[src/common/eeprom_seq_pkg.sv]
// Constants, field layouts and carriers for the byte-write sequencer.
// Assumes a 20 MHz system clock and a core that writes the set-up fields
// through one write strobe with a field select.
//
// Contract
// [RULE_01] Region select zero sends writes and table reads to code flash.
// [RULE_02] Region select two sends writes and table reads to the data EEPROM.
// [RULE_03] Software loads the data byte before starting a write.
// [RULE_04] Software loads the 14-bit target address, high six and low eight.
// [RULE_05] Nonzero arming count n enables writing for n clocks, then disables.
// [RULE_06] Software issues the control write inside the armed window.
// [RULE_07] Valid hold time plus write command stalls the core and programs.
// [RULE_08] Shortest hold with write command programs and holds core 1.5 ms.
// [RULE_09] When programming ends the stall is released.
// [RULE_10] Software runs eight no-operations right after the write command.
// [RULE_11] Code-protect option makes code-area writes do nothing.
// [RULE_12] Region one or two sends table accesses to information block or EEPROM.
// [RULE_13] Software masks interrupts around region one or two use.
// [RULE_14] EEPROM selected: table read at offset returns EEPROM byte there.
// [RULE_15] For EEPROM, software writes zero high address and offset low.
// [RULE_16] Hold field: 00 gives 6 ms, 01 gives 3 ms, 10 gives 1.5 ms.
// [RULE_17] Command field starts a write only for code 10.
// [RULE_18] During stall interrupt events are kept, one request per source.
// [RULE_19] Region one allows reading the identification area, never writing.
// [RULE_20] Unarmed or late write command is ignored without any stall.
package eeprom_seq_pkg;

	// --------------------------------------------------------------
	// Timing
	// --------------------------------------------------------------
	localparam int CLK_MHZ = 20;
	localparam int HOLD_LONG_US = 6000;
	localparam int HOLD_MID_US = 3000;
	localparam int HOLD_SHORT_US = 1500;
	localparam int HOLD_LONG_CYCLES = HOLD_LONG_US * CLK_MHZ;
	localparam int HOLD_MID_CYCLES = HOLD_MID_US * CLK_MHZ;
	localparam int HOLD_SHORT_CYCLES = HOLD_SHORT_US * CLK_MHZ;
	localparam int HOLD_CNT_W = 17;

	// --------------------------------------------------------------
	// Field selects for the core's set-up writes
	// --------------------------------------------------------------
	localparam logic [2:0] SEL_REGION = 3'h0;
	localparam logic [2:0] SEL_DATA = 3'h1;
	localparam logic [2:0] SEL_ADDR_HIGH = 3'h2;
	localparam logic [2:0] SEL_ADDR_LOW = 3'h3;
	localparam logic [2:0] SEL_ARM = 3'h4;
	localparam logic [2:0] SEL_CONTROL = 3'h5;

	// --------------------------------------------------------------
	// Region codes, control fields and reset values
	// --------------------------------------------------------------
	localparam logic [7:0] REGION_CODE = 8'h00;
	localparam logic [7:0] REGION_INFO = 8'h01;
	localparam logic [7:0] REGION_EEPROM = 8'h02;
	localparam logic [1:0] HOLD_LONG = 2'h0;
	localparam logic [1:0] HOLD_MID = 2'h1;
	localparam logic [1:0] HOLD_SHORT = 2'h2;
	localparam logic [1:0] CMD_WRITE = 2'h2;
	localparam int CTRL_HOLD_LSB = 2;
	localparam int CTRL_CMD_LSB = 0;
	localparam int ADDR_HIGH_W = 6;
	localparam int EEPROM_ADDR_W = 7;
	localparam logic [7:0] BYTE_RESET = 8'h00;
	localparam int IRQ_SOURCES = 8;

	// Target of a write or table read.
	typedef enum logic [1:0] {
		TARGET_CODE,
		TARGET_INFO,
		TARGET_EEPROM
	} target_type;

	// One set-up write from the core.
	typedef struct packed {
		logic strobe;
		logic [2:0] sel;
		logic [7:0] data;
	} field_write_type;

	// One byte-program request to the memory arrays.
	typedef struct packed {
		target_type target;
		logic [13:0] addr;
		logic [7:0] data;
	} program_req_type;

endpackage

[src/logic/eeprom_code_write_sequencer.sv]
// Byte-write sequencer and table-read router for code flash and EEPROM.
// Assumes the core, the memory arrays and the interrupt sources all run on
// clk; nothing here crosses a clock domain.
`timescale 1ns/1ps

module eeprom_code_write_sequencer
	import eeprom_seq_pkg::*;
#(
	parameter int HOLD_LONG_N = HOLD_LONG_CYCLES,
	parameter int HOLD_MID_N = HOLD_MID_CYCLES,
	parameter int HOLD_SHORT_N = HOLD_SHORT_CYCLES
) (
	// Clock, reset and enable
	input wire logic clk,
	input wire logic reset,
	input wire logic clk_en,
	// Set-up writes from the core and the code-protect option
	input wire field_write_type field_wr,
	input wire logic code_write_forbid,
	// Table reads from the core
	input wire logic table_rd,
	input wire logic [15:0] table_rd_addr,
	// Routed table read to the arrays
	output logic route_rd_r,
	output target_type route_target_r,
	output logic [13:0] route_addr_r,
	// Byte program to the arrays
	output logic program_strobe_r,
	output program_req_type program_req_r,
	// Core stall and status
	output logic stall_core_r,
	output logic armed,
	output logic [7:0] memory_region_select_r,
	output logic [7:0] program_data_byte_r,
	output logic [13:0] program_target_address_r,
	output logic [3:0] program_control_r,
	// Interrupt events held across the stall
	input wire logic [IRQ_SOURCES-1:0] irq_event,
	input wire logic [IRQ_SOURCES-1:0] irq_ack,
	output logic [IRQ_SOURCES-1:0] irq_request
);

	// ------------------------------------------------------------
	// Declarations
	// ------------------------------------------------------------
	typedef enum logic {ST_IDLE, ST_HOLD} state_type;
	state_type state_r;
	logic [7:0] write_arming_count_r;
	logic [HOLD_CNT_W-1:0] hold_cnt_r;
	logic [HOLD_CNT_W-1:0] hold_len;
	logic [IRQ_SOURCES-1:0] irq_pending_r;
	logic [1:0] new_hold;
	logic [1:0] new_cmd;
	logic ctrl_wr;
	logic target_ok;
	logic start;
	target_type write_target;

	// ------------------------------------------------------------
	// Set-up fields
	// ------------------------------------------------------------
	assign ctrl_wr = field_wr.strobe && field_wr.sel == SEL_CONTROL;
	assign new_hold = field_wr.data[CTRL_HOLD_LSB +: 2];
	assign new_cmd = field_wr.data[CTRL_CMD_LSB +: 2];

	// The core cannot write while stalled, so the fields load freely.
	always_ff @(posedge clk) begin
		if (reset) begin
			memory_region_select_r <= BYTE_RESET;
			program_data_byte_r <= BYTE_RESET;
			program_target_address_r <= '0;
			program_control_r <= '0;
		end else if (clk_en && field_wr.strobe) begin
			unique case (field_wr.sel)
				SEL_REGION: memory_region_select_r <= field_wr.data;
				SEL_DATA: program_data_byte_r <= field_wr.data;
				SEL_ADDR_HIGH: program_target_address_r[13:8] <=
					field_wr.data[ADDR_HIGH_W-1:0];
				SEL_ADDR_LOW: program_target_address_r[7:0] <= field_wr.data;
				SEL_CONTROL: program_control_r <= field_wr.data[3:0];
				default: ;
			endcase
		end
	end

	// ------------------------------------------------------------
	// Arming window
	// ------------------------------------------------------------
	// A nonzero count opens a window of that many clocks; a control write
	// closes it whether or not it starts anything, so each write re-arms.
	always_ff @(posedge clk) begin
		if (reset) begin
			write_arming_count_r <= BYTE_RESET;
		end else if (clk_en) begin
			if (field_wr.strobe && field_wr.sel == SEL_ARM) begin
				write_arming_count_r <= field_wr.data; // [RULE_05]
			end else if (ctrl_wr) begin
				write_arming_count_r <= BYTE_RESET; // [RULE_20]
			end else if (write_arming_count_r != BYTE_RESET) begin
				write_arming_count_r <= write_arming_count_r - 8'h01; // [RULE_05]
			end
		end
	end

	assign armed = write_arming_count_r != BYTE_RESET;

	// ------------------------------------------------------------
	// Start decision
	// ------------------------------------------------------------
	// Region one is read-only, reserved regions write nothing, and the
	// protect option locks the code area.
	always_comb begin
		write_target = TARGET_CODE;
		target_ok = 1'b0;
		unique case (memory_region_select_r)
			REGION_CODE: target_ok = !code_write_forbid; // [RULE_01] [RULE_11]
			REGION_EEPROM: begin
				write_target = TARGET_EEPROM; // [RULE_02]
				target_ok = 1'b1;
			end
			REGION_INFO: target_ok = 1'b0; // [RULE_19]
			default: target_ok = 1'b0;
		endcase
	end

	// Only command 10 with a defined hold code inside the window starts.
	assign start = clk_en && ctrl_wr && state_r == ST_IDLE && armed &&
		new_cmd == CMD_WRITE && new_hold != 2'h3 && target_ok; // [RULE_07] [RULE_17] [RULE_20]

	// Hold length in clocks for the requested hold code.
	always_comb begin
		hold_len = HOLD_CNT_W'(HOLD_LONG_N); // [RULE_16]
		unique case (new_hold)
			HOLD_MID: hold_len = HOLD_CNT_W'(HOLD_MID_N); // [RULE_16]
			HOLD_SHORT: hold_len = HOLD_CNT_W'(HOLD_SHORT_N); // [RULE_08]
			default: hold_len = HOLD_CNT_W'(HOLD_LONG_N);
		endcase
	end

	// ------------------------------------------------------------
	// Stall sequencer
	// ------------------------------------------------------------
	// The stall lasts exactly the hold length and then the core resumes.
	always_ff @(posedge clk) begin
		if (reset) begin
			state_r <= ST_IDLE;
			stall_core_r <= 1'b0;
			hold_cnt_r <= '0;
		end else if (clk_en) begin
			unique case (state_r)
				ST_IDLE: if (start) begin
					state_r <= ST_HOLD;
					stall_core_r <= 1'b1; // [RULE_07]
					hold_cnt_r <= hold_len - HOLD_CNT_W'(1);
				end
				ST_HOLD: if (hold_cnt_r == '0) begin
					state_r <= ST_IDLE;
					stall_core_r <= 1'b0; // [RULE_09]
				end else begin
					hold_cnt_r <= hold_cnt_r - HOLD_CNT_W'(1);
				end
			endcase
		end
	end

	// One program pulse carries the byte, address and target to the array.
	always_ff @(posedge clk) begin
		if (reset) begin
			program_strobe_r <= 1'b0;
			program_req_r <= '0;
		end else if (clk_en) begin
			program_strobe_r <= start;
			if (start) begin
				program_req_r.target <= write_target; // [RULE_01] [RULE_02]
				program_req_r.addr <= program_target_address_r;
				program_req_r.data <= program_data_byte_r;
			end
		end
	end

	// ------------------------------------------------------------
	// Table-read routing
	// ------------------------------------------------------------
	// EEPROM reads take the offset from code address zero; reserved
	// region codes fall back to code flash.
	always_ff @(posedge clk) begin
		if (reset) begin
			route_rd_r <= 1'b0;
			route_target_r <= TARGET_CODE;
			route_addr_r <= '0;
		end else if (clk_en) begin
			route_rd_r <= table_rd;
			if (table_rd) begin
				route_addr_r <= table_rd_addr[13:0];
				unique case (memory_region_select_r)
					REGION_INFO: route_target_r <= TARGET_INFO; // [RULE_12] [RULE_19]
					REGION_EEPROM: begin
						route_target_r <= TARGET_EEPROM; // [RULE_12] [RULE_14]
						route_addr_r <= {7'h00,
							table_rd_addr[EEPROM_ADDR_W-1:0]}; // [RULE_14]
					end
					default: route_target_r <= TARGET_CODE; // [RULE_01] [RULE_14]
				endcase
			end
		end
	end

	// ------------------------------------------------------------
	// Interrupts across the stall
	// ------------------------------------------------------------
	// Events stay pending while stalled; repeats collapse into one bit
	// and a new event beats an acknowledge in the same cycle.
	always_ff @(posedge clk) begin
		if (reset) begin
			irq_pending_r <= '0;
		end else if (clk_en) begin
			irq_pending_r <= irq_event | (irq_pending_r & ~irq_ack); // [RULE_18]
		end
	end

	assign irq_request = stall_core_r ? '0 : irq_pending_r; // [RULE_18]
endmodule

[config.mk]
export PLATFORM = sky130hd
export DESIGN_NAME = eeprom_code_write_sequencer
export DESIGN_NICKNAME = d
export VERILOG_FILES = /design/src/common/eeprom_seq_pkg.sv /design/src/logic/eeprom_code_write_sequencer.sv
export SDC_FILE = /design/constraint.sdc
export NUM_CORES = 1
export LEC_CHECK = 0
export ABC_AREA = 0
export BUFFER_PORTS_ARGS = -buffer_cell sky130_fd_sc_hd__buf_2
export CAP_MARGIN = 0
export CORE_ASPECT_RATIO = 0.6
export CORE_MARGIN = 2
export CORE_UTILIZATION = 30
export CTS_CLUSTER_SIZE = 16
export DETAILED_ROUTE_END_ITERATION = 8
export PLACE_DENSITY = 0.47
export REMOVE_ABC_BUFFERS = 1
export SETUP_SLACK_MARGIN = 0.05
export SYNTH_ARGS = -nofsm -noshare
export SYNTH_HDL_FRONTEND = slang
export SYNTH_SLANG_ARGS = --single-unit
[constraint.sdc]
create_clock -name clk -period 3.6 [get_ports clk]
set_input_delay 0.72 -clock clk [delete_from_list [all_inputs] [get_ports clk]]
set_output_delay 0.72 -clock clk [all_outputs]
set_load 0.01 [all_outputs]
After elaboration in Yosys (flattened, before gate mapping). Index checks and enable logic that the tools add are counted.

Flip-flop bits (word level): 111. Logic and storage cells: 81. Output and inout port bits: 86. Input port bits: 49.

Add/subtract/negate cells: 3. Reduce and logical (&&, ||, !) cells: 25. Equal/unequal tests: 14. Bitwise gates (word level): 4. Muxes and demuxes: 18.

Operators with widths (count): $pmux 17 s2 (2); $mux 17 (2); $sub 17x1->17 const B (2); $mux 8 (4); $logic_not 17->1 (1); $reduce_and 2->1 (8); $mux 14 (1); $logic_and 1x1->1 (9); $and 8x8->8 (1); $eq 8x1->1 const B (1); $eq 8x2->1 const B (1); $logic_not 8->1 (1); $not 8->8 (1); $or 8x8->8 (1); $reduce_bool 8->1 (1); $sub 8x1->8 const B (1); $eq 3x2->1 const B (2); $eq 3x3->1 const B (2); $ne 2x2->1 const B (3); $pmux 1 s2 (3); $reduce_and 3->1 (2); $eq 2x2->1 const B (2); $mux 1 (4); $pmux 2 s2 (1); other kinds (8) (8).

Depth between registers and ports, before layout.
Word-level depth: 10. Gate-level depth with buffers: 10. Mapped depth without buffers: 8.

Least setup slack after synthesis. No wires, ideal clock.

Kind: input to register. Start point: input port clk_en. End point: register program_req_r[15] (netlist bit). Arrival: 2.419 ns. Slack: 1.048 ns. Required time: 3.468 ns. Cell stages on the path: 7. Cell sequence: clkbuf_1 > nand4_1 > or4_1 > buf_2 > buf_2 > nand2_1 > a21oi_1.

Longest elaborated chain between the ends: 7.

Ends and longest elaborated chain: start: declaration (line eeprom_code_write_sequencer.sv:16) `input wire logic clk_en,`; $logic_and 1x1->1 (4 in a row) (line eeprom_code_write_sequencer.sv:127) `assign start = clk_en && ctrl_wr && state_r == ST_IDLE && armed &&`; $logic_and 1x1->1 (2 in a row) (line eeprom_code_write_sequencer.sv:128) `new_cmd == CMD_WRITE && new_hold != 2'h3 && target_ok;`; $reduce_and 2->1 (no line) (*); end: declaration (line eeprom_code_write_sequencer.sv:29) `output program_req_type program_req_r,`.

Every way passes the cells marked *; elsewhere a longest branch is shown, timed or not. A chain may end at the register's enable or synchronous reset.

Worst setup path in the final report.
Start point: input port field_wr[2] (netlist bit). End point: register hold_cnt_r[3].

Longest elaborated chain between the ends: 5.

Ends and longest elaborated chain: start: declaration (line eeprom_code_write_sequencer.sv:18) `input wire field_write_type field_wr,`; $ne 2x2->1 (line eeprom_code_write_sequencer.sv:128); $logic_and 1x1->1 (2 in a row) (line eeprom_code_write_sequencer.sv:128); $ne 2x2->1 (no line); $reduce_and 3->1 (no line); end signal: assignment (line eeprom_code_write_sequencer.sv:154) `hold_cnt_r <= hold_len - HOLD_CNT_W'(1);`; end signal: assignment (line eeprom_code_write_sequencer.sv:160) `hold_cnt_r <= hold_cnt_r - HOLD_CNT_W'(1);`; end: declaration (line eeprom_code_write_sequencer.sv:49) `logic [HOLD_CNT_W-1:0] hold_cnt_r;`.

Every way passes these cells.

==> flow_metrics.tcl <==
set metrics [dict create \
    vias 4634 \
    io_buffer_count 131 \
    crit_path_end_kind "flop" \
    hold_buffers 0 \
    ioPinCount 135 \
    path_class "in2reg" \
    yosys_register_bits 110 \
    ys.flop_type "dfxtp_1" \
    ir_drop_mv 0.346 \
    areaGrowthSynthToFinish_pct 23.9 \
    n_fill_cell 1635 \
    h-tree-depth 3 \
    setup_ws_ps 843 \
    hold_class "reg2reg" \
    p_per_area_nw_per_um2 493 \
    die_h_um 102 \
    worstMarginPinSlew_ps 982 \
    syn_inst 592 \
    p_leak_nw 2.59 \
    start_kind "primary input" \
    slew_viol_final 0 \
    setup_tns_ps 0 \
    grt_max_degree 89 \
    finalHoldViolations 0 \
    routed_wl_um 14500 \
    ys_warn_count 0 \
    hold_ws_ps 449 \
    coreArea_um2 15500 \
    critPathTopFamily "compound AO/OA/AOI/OAI gates" \
    status "finished clean" \
    maxCapViolCount 0 \
    final_util_pct 38.3 \
    fmax_ghz 0.363 \
    slew_headroom_pct 34.5 \
    critical_path.max_stage_delay_ps 440 \
    pre_cts_slack_ps 529 \
    cts.clk_slew.worst_paths_ps 80 \
    startpoint "field_wr[2]" \
    multi_input_area_um2 2380 \
    clockBufferDepth 2 \
    finClkSkew_ps 11.0 \
    drt_iter0_markers 365 \
    dieWidth_um 167 \
    grt_pass1_vias 4276 \
    fp-row-count 35 \
    ys_seq_area_share_pct 46.1 \
    initial_utilization_pct 30.9 \
    viasPerCell 5.04 \
    nNetsFinal 766 \
    netlist_area_um2 4780 \
    drc 0 \
    drt_first_pass_iters 5 \
    dp_hpwl_um 10600 \
    async_flop_share_pct 0 \
    rsz0062_at_grt "false" \
    grt_pass1_wl_um 23000 \
    min_period_ps 2760 \
    cp_num_buf_inv 1 \
    diodes 0 \
    wl_per_cell_um 15.8 \
    worstPathCellList "buf_2 -> ha_1 -> nor4b_1 -> o21ai_0 -> nor4_2 -> o21a_1 -> a21oi_1 -> a311oi_1" \
    cp_data_arrival_time_ps 3010 \
    syn_avg_cell_area_um2 8.07 \
    antenna_found_initial 0 \
    period_share_pct 76.6 \
    cts_sinks 110 \
    ant_nets 0 \
    crit_fanout 11 \
    worstHoldStart "program_req_r[18]" \
    grt_usage_pct 17.1 \
    final_layout_size_suffix_gt1_share_pct 23.6 \
    cts_buffers 9 \
    seq_area_um2 2200 \
    cpMaxStageDelayCell "o21a_1" \
    synth_edf_count 0 \
    r2r_start "state_r" \
    cts.repair.resized 0 \
    root_buffer "clkbuf_16" \
    overflow 0 \
    die-area_um2 17000 \
    post_cts_buffers 0 \
    setup_violations 0 \
    ys_types 53 \
    required_ps 3850 \
    clk-insertion-delay-late_ps 350 \
    tritoncts "done" \
    place.gp.congestion 0.857 \
]
## worst register-to-register path: cells and delay by family, from the launching register on
family	cells	cell delay, ps
AND/OR/NAND/NOR	2	510
AO/OA/AOI/OAI	4	1360
flip-flops	1	630
## report_power, final
group / internal (W) / switching, W / leakage, nW
logic: 0.000230 / 0.000385 / 1.56
clock network: 0.000484 / 0.000478 / 0.137
registers: 0.00128 / 0.0000588 / 0.892
total: 0.00200 / 0.000922 / 2.59
## cells by family (layout without fill, tap and decap cells)
group / Yosys count / count (layout) / share of synthesized area, %
and+or+nand+nor: 256 / 256 / 24.6
other: 1 / 1 / 0.0785
AOI/OAI and AO/OA: 140 / 140 / 17.1
adders and majority gates: 6 / 6 / 1.57
xor gates and xnor gates: 2 / 2 / 0.367
DFF: 110 / 110 / 46.1
muxes: 29 / 29 / 6.10
buffers and inverters: 48 / 172 / 4.06
## synthesized netlist by cell type (all sizes together), types with 6 or more instances
library cell / n / area [µm²]
a21oi: 80 / 400
a22oi: 11 / 82.6
buf: 8 / 43.8
clkbuf: 28 / 105
dfxtp: 110 / 2200
ha: 6 / 75.1
inv: 12 / 45.0
mux2i: 28 / 280
nand2: 97 / 364
nand3: 13 / 65.1
nand4: 6 / 37.5
nor2: 85 / 322
nor2b: 11 / 68.8
nor3: 15 / 80.1
nor4: 9 / 92.6
o21ai: 21 / 105
## metrics by stage
stage / area, µm² / total power, W / std cells
finish: 5920 / 0.00292 / 919
global route: 5920 / 0.00309 / 919
CTS: 5920 / 0.00295 / 919
detailed placement: 5640 / 0.00197 / 903
global placement: 5640 / 0.00196 / 903
floorplan: 4630 / 0.00176 / 556
## registers in the layout (all words and copies together) (netlist names)
register and count:
route_target_r 2, stall_core_r 1, write_arming_count_r 8, hold_cnt_r 17
route_rd_r 1, program_strobe_r 1, state_r 1, program_target_address_r 14
program_control_r 4, program_data_byte_r 8, program_req_r 23, irq_pending_r 8
route_addr_r 14, memory_region_select_r 8
## worst paths after layout
kind | to | slack (ps) | depth (start not counted)
worst max-delay path | hold_cnt_r[3] | 840 | 8
worst min-delay path | program_req_r[18] | 450 | 2
worst max register to register | hold_cnt_r[12] | 1020 | 6
worst min register to register | program_req_r[18] | 450 | 2
## layer usage
metal	track usage [%]	wire length (µm)	up-vias
met5	0	0	-
met4	4.31	123	0
met3	5.28	1050	10
met2	24.1	5810	161
met1	25.1	7550	2181
li1	-	-	2282
## layout make-up
class	instances	share of cell area (%)
multi-input combinational	434	40.2
sequential	110	37.2
inverter	12	0.761
tap	203	4.29
clock inverter	6	0.888
timing repair buffer	144	12.8
clock buffer	10	3.87
## cell usage in the layout (no fill, tap or decap), types with 3 or more instances in the layout
| master | count |
|---|---|
| mux2i_1 | 28 |
| nor2_1 | 84 |
| nor4_1 | 6 |
| a311oi_1 | 3 |
| buf_4 | 14 |
| a211oi_1 | 4 |
| nand4_1 | 6 |
| a21o_1 | 3 |
| nand3_1 | 13 |
| inv_1 | 12 |
| nor4b_1 | 3 |
| a21oi_1 | 80 |
| a22oi_1 | 11 |
| nor2b_1 | 11 |
| buf_2 | 130 |
| nand2_1 | 97 |
| dfxtp_1 | 110 |
| o21ai_0 | 19 |
| and3_1 | 4 |
| nor3_1 | 14 |
| clkbuf_16 | 9 |
| ha_1 | 6 |
(Power assumes the default switching activity.)
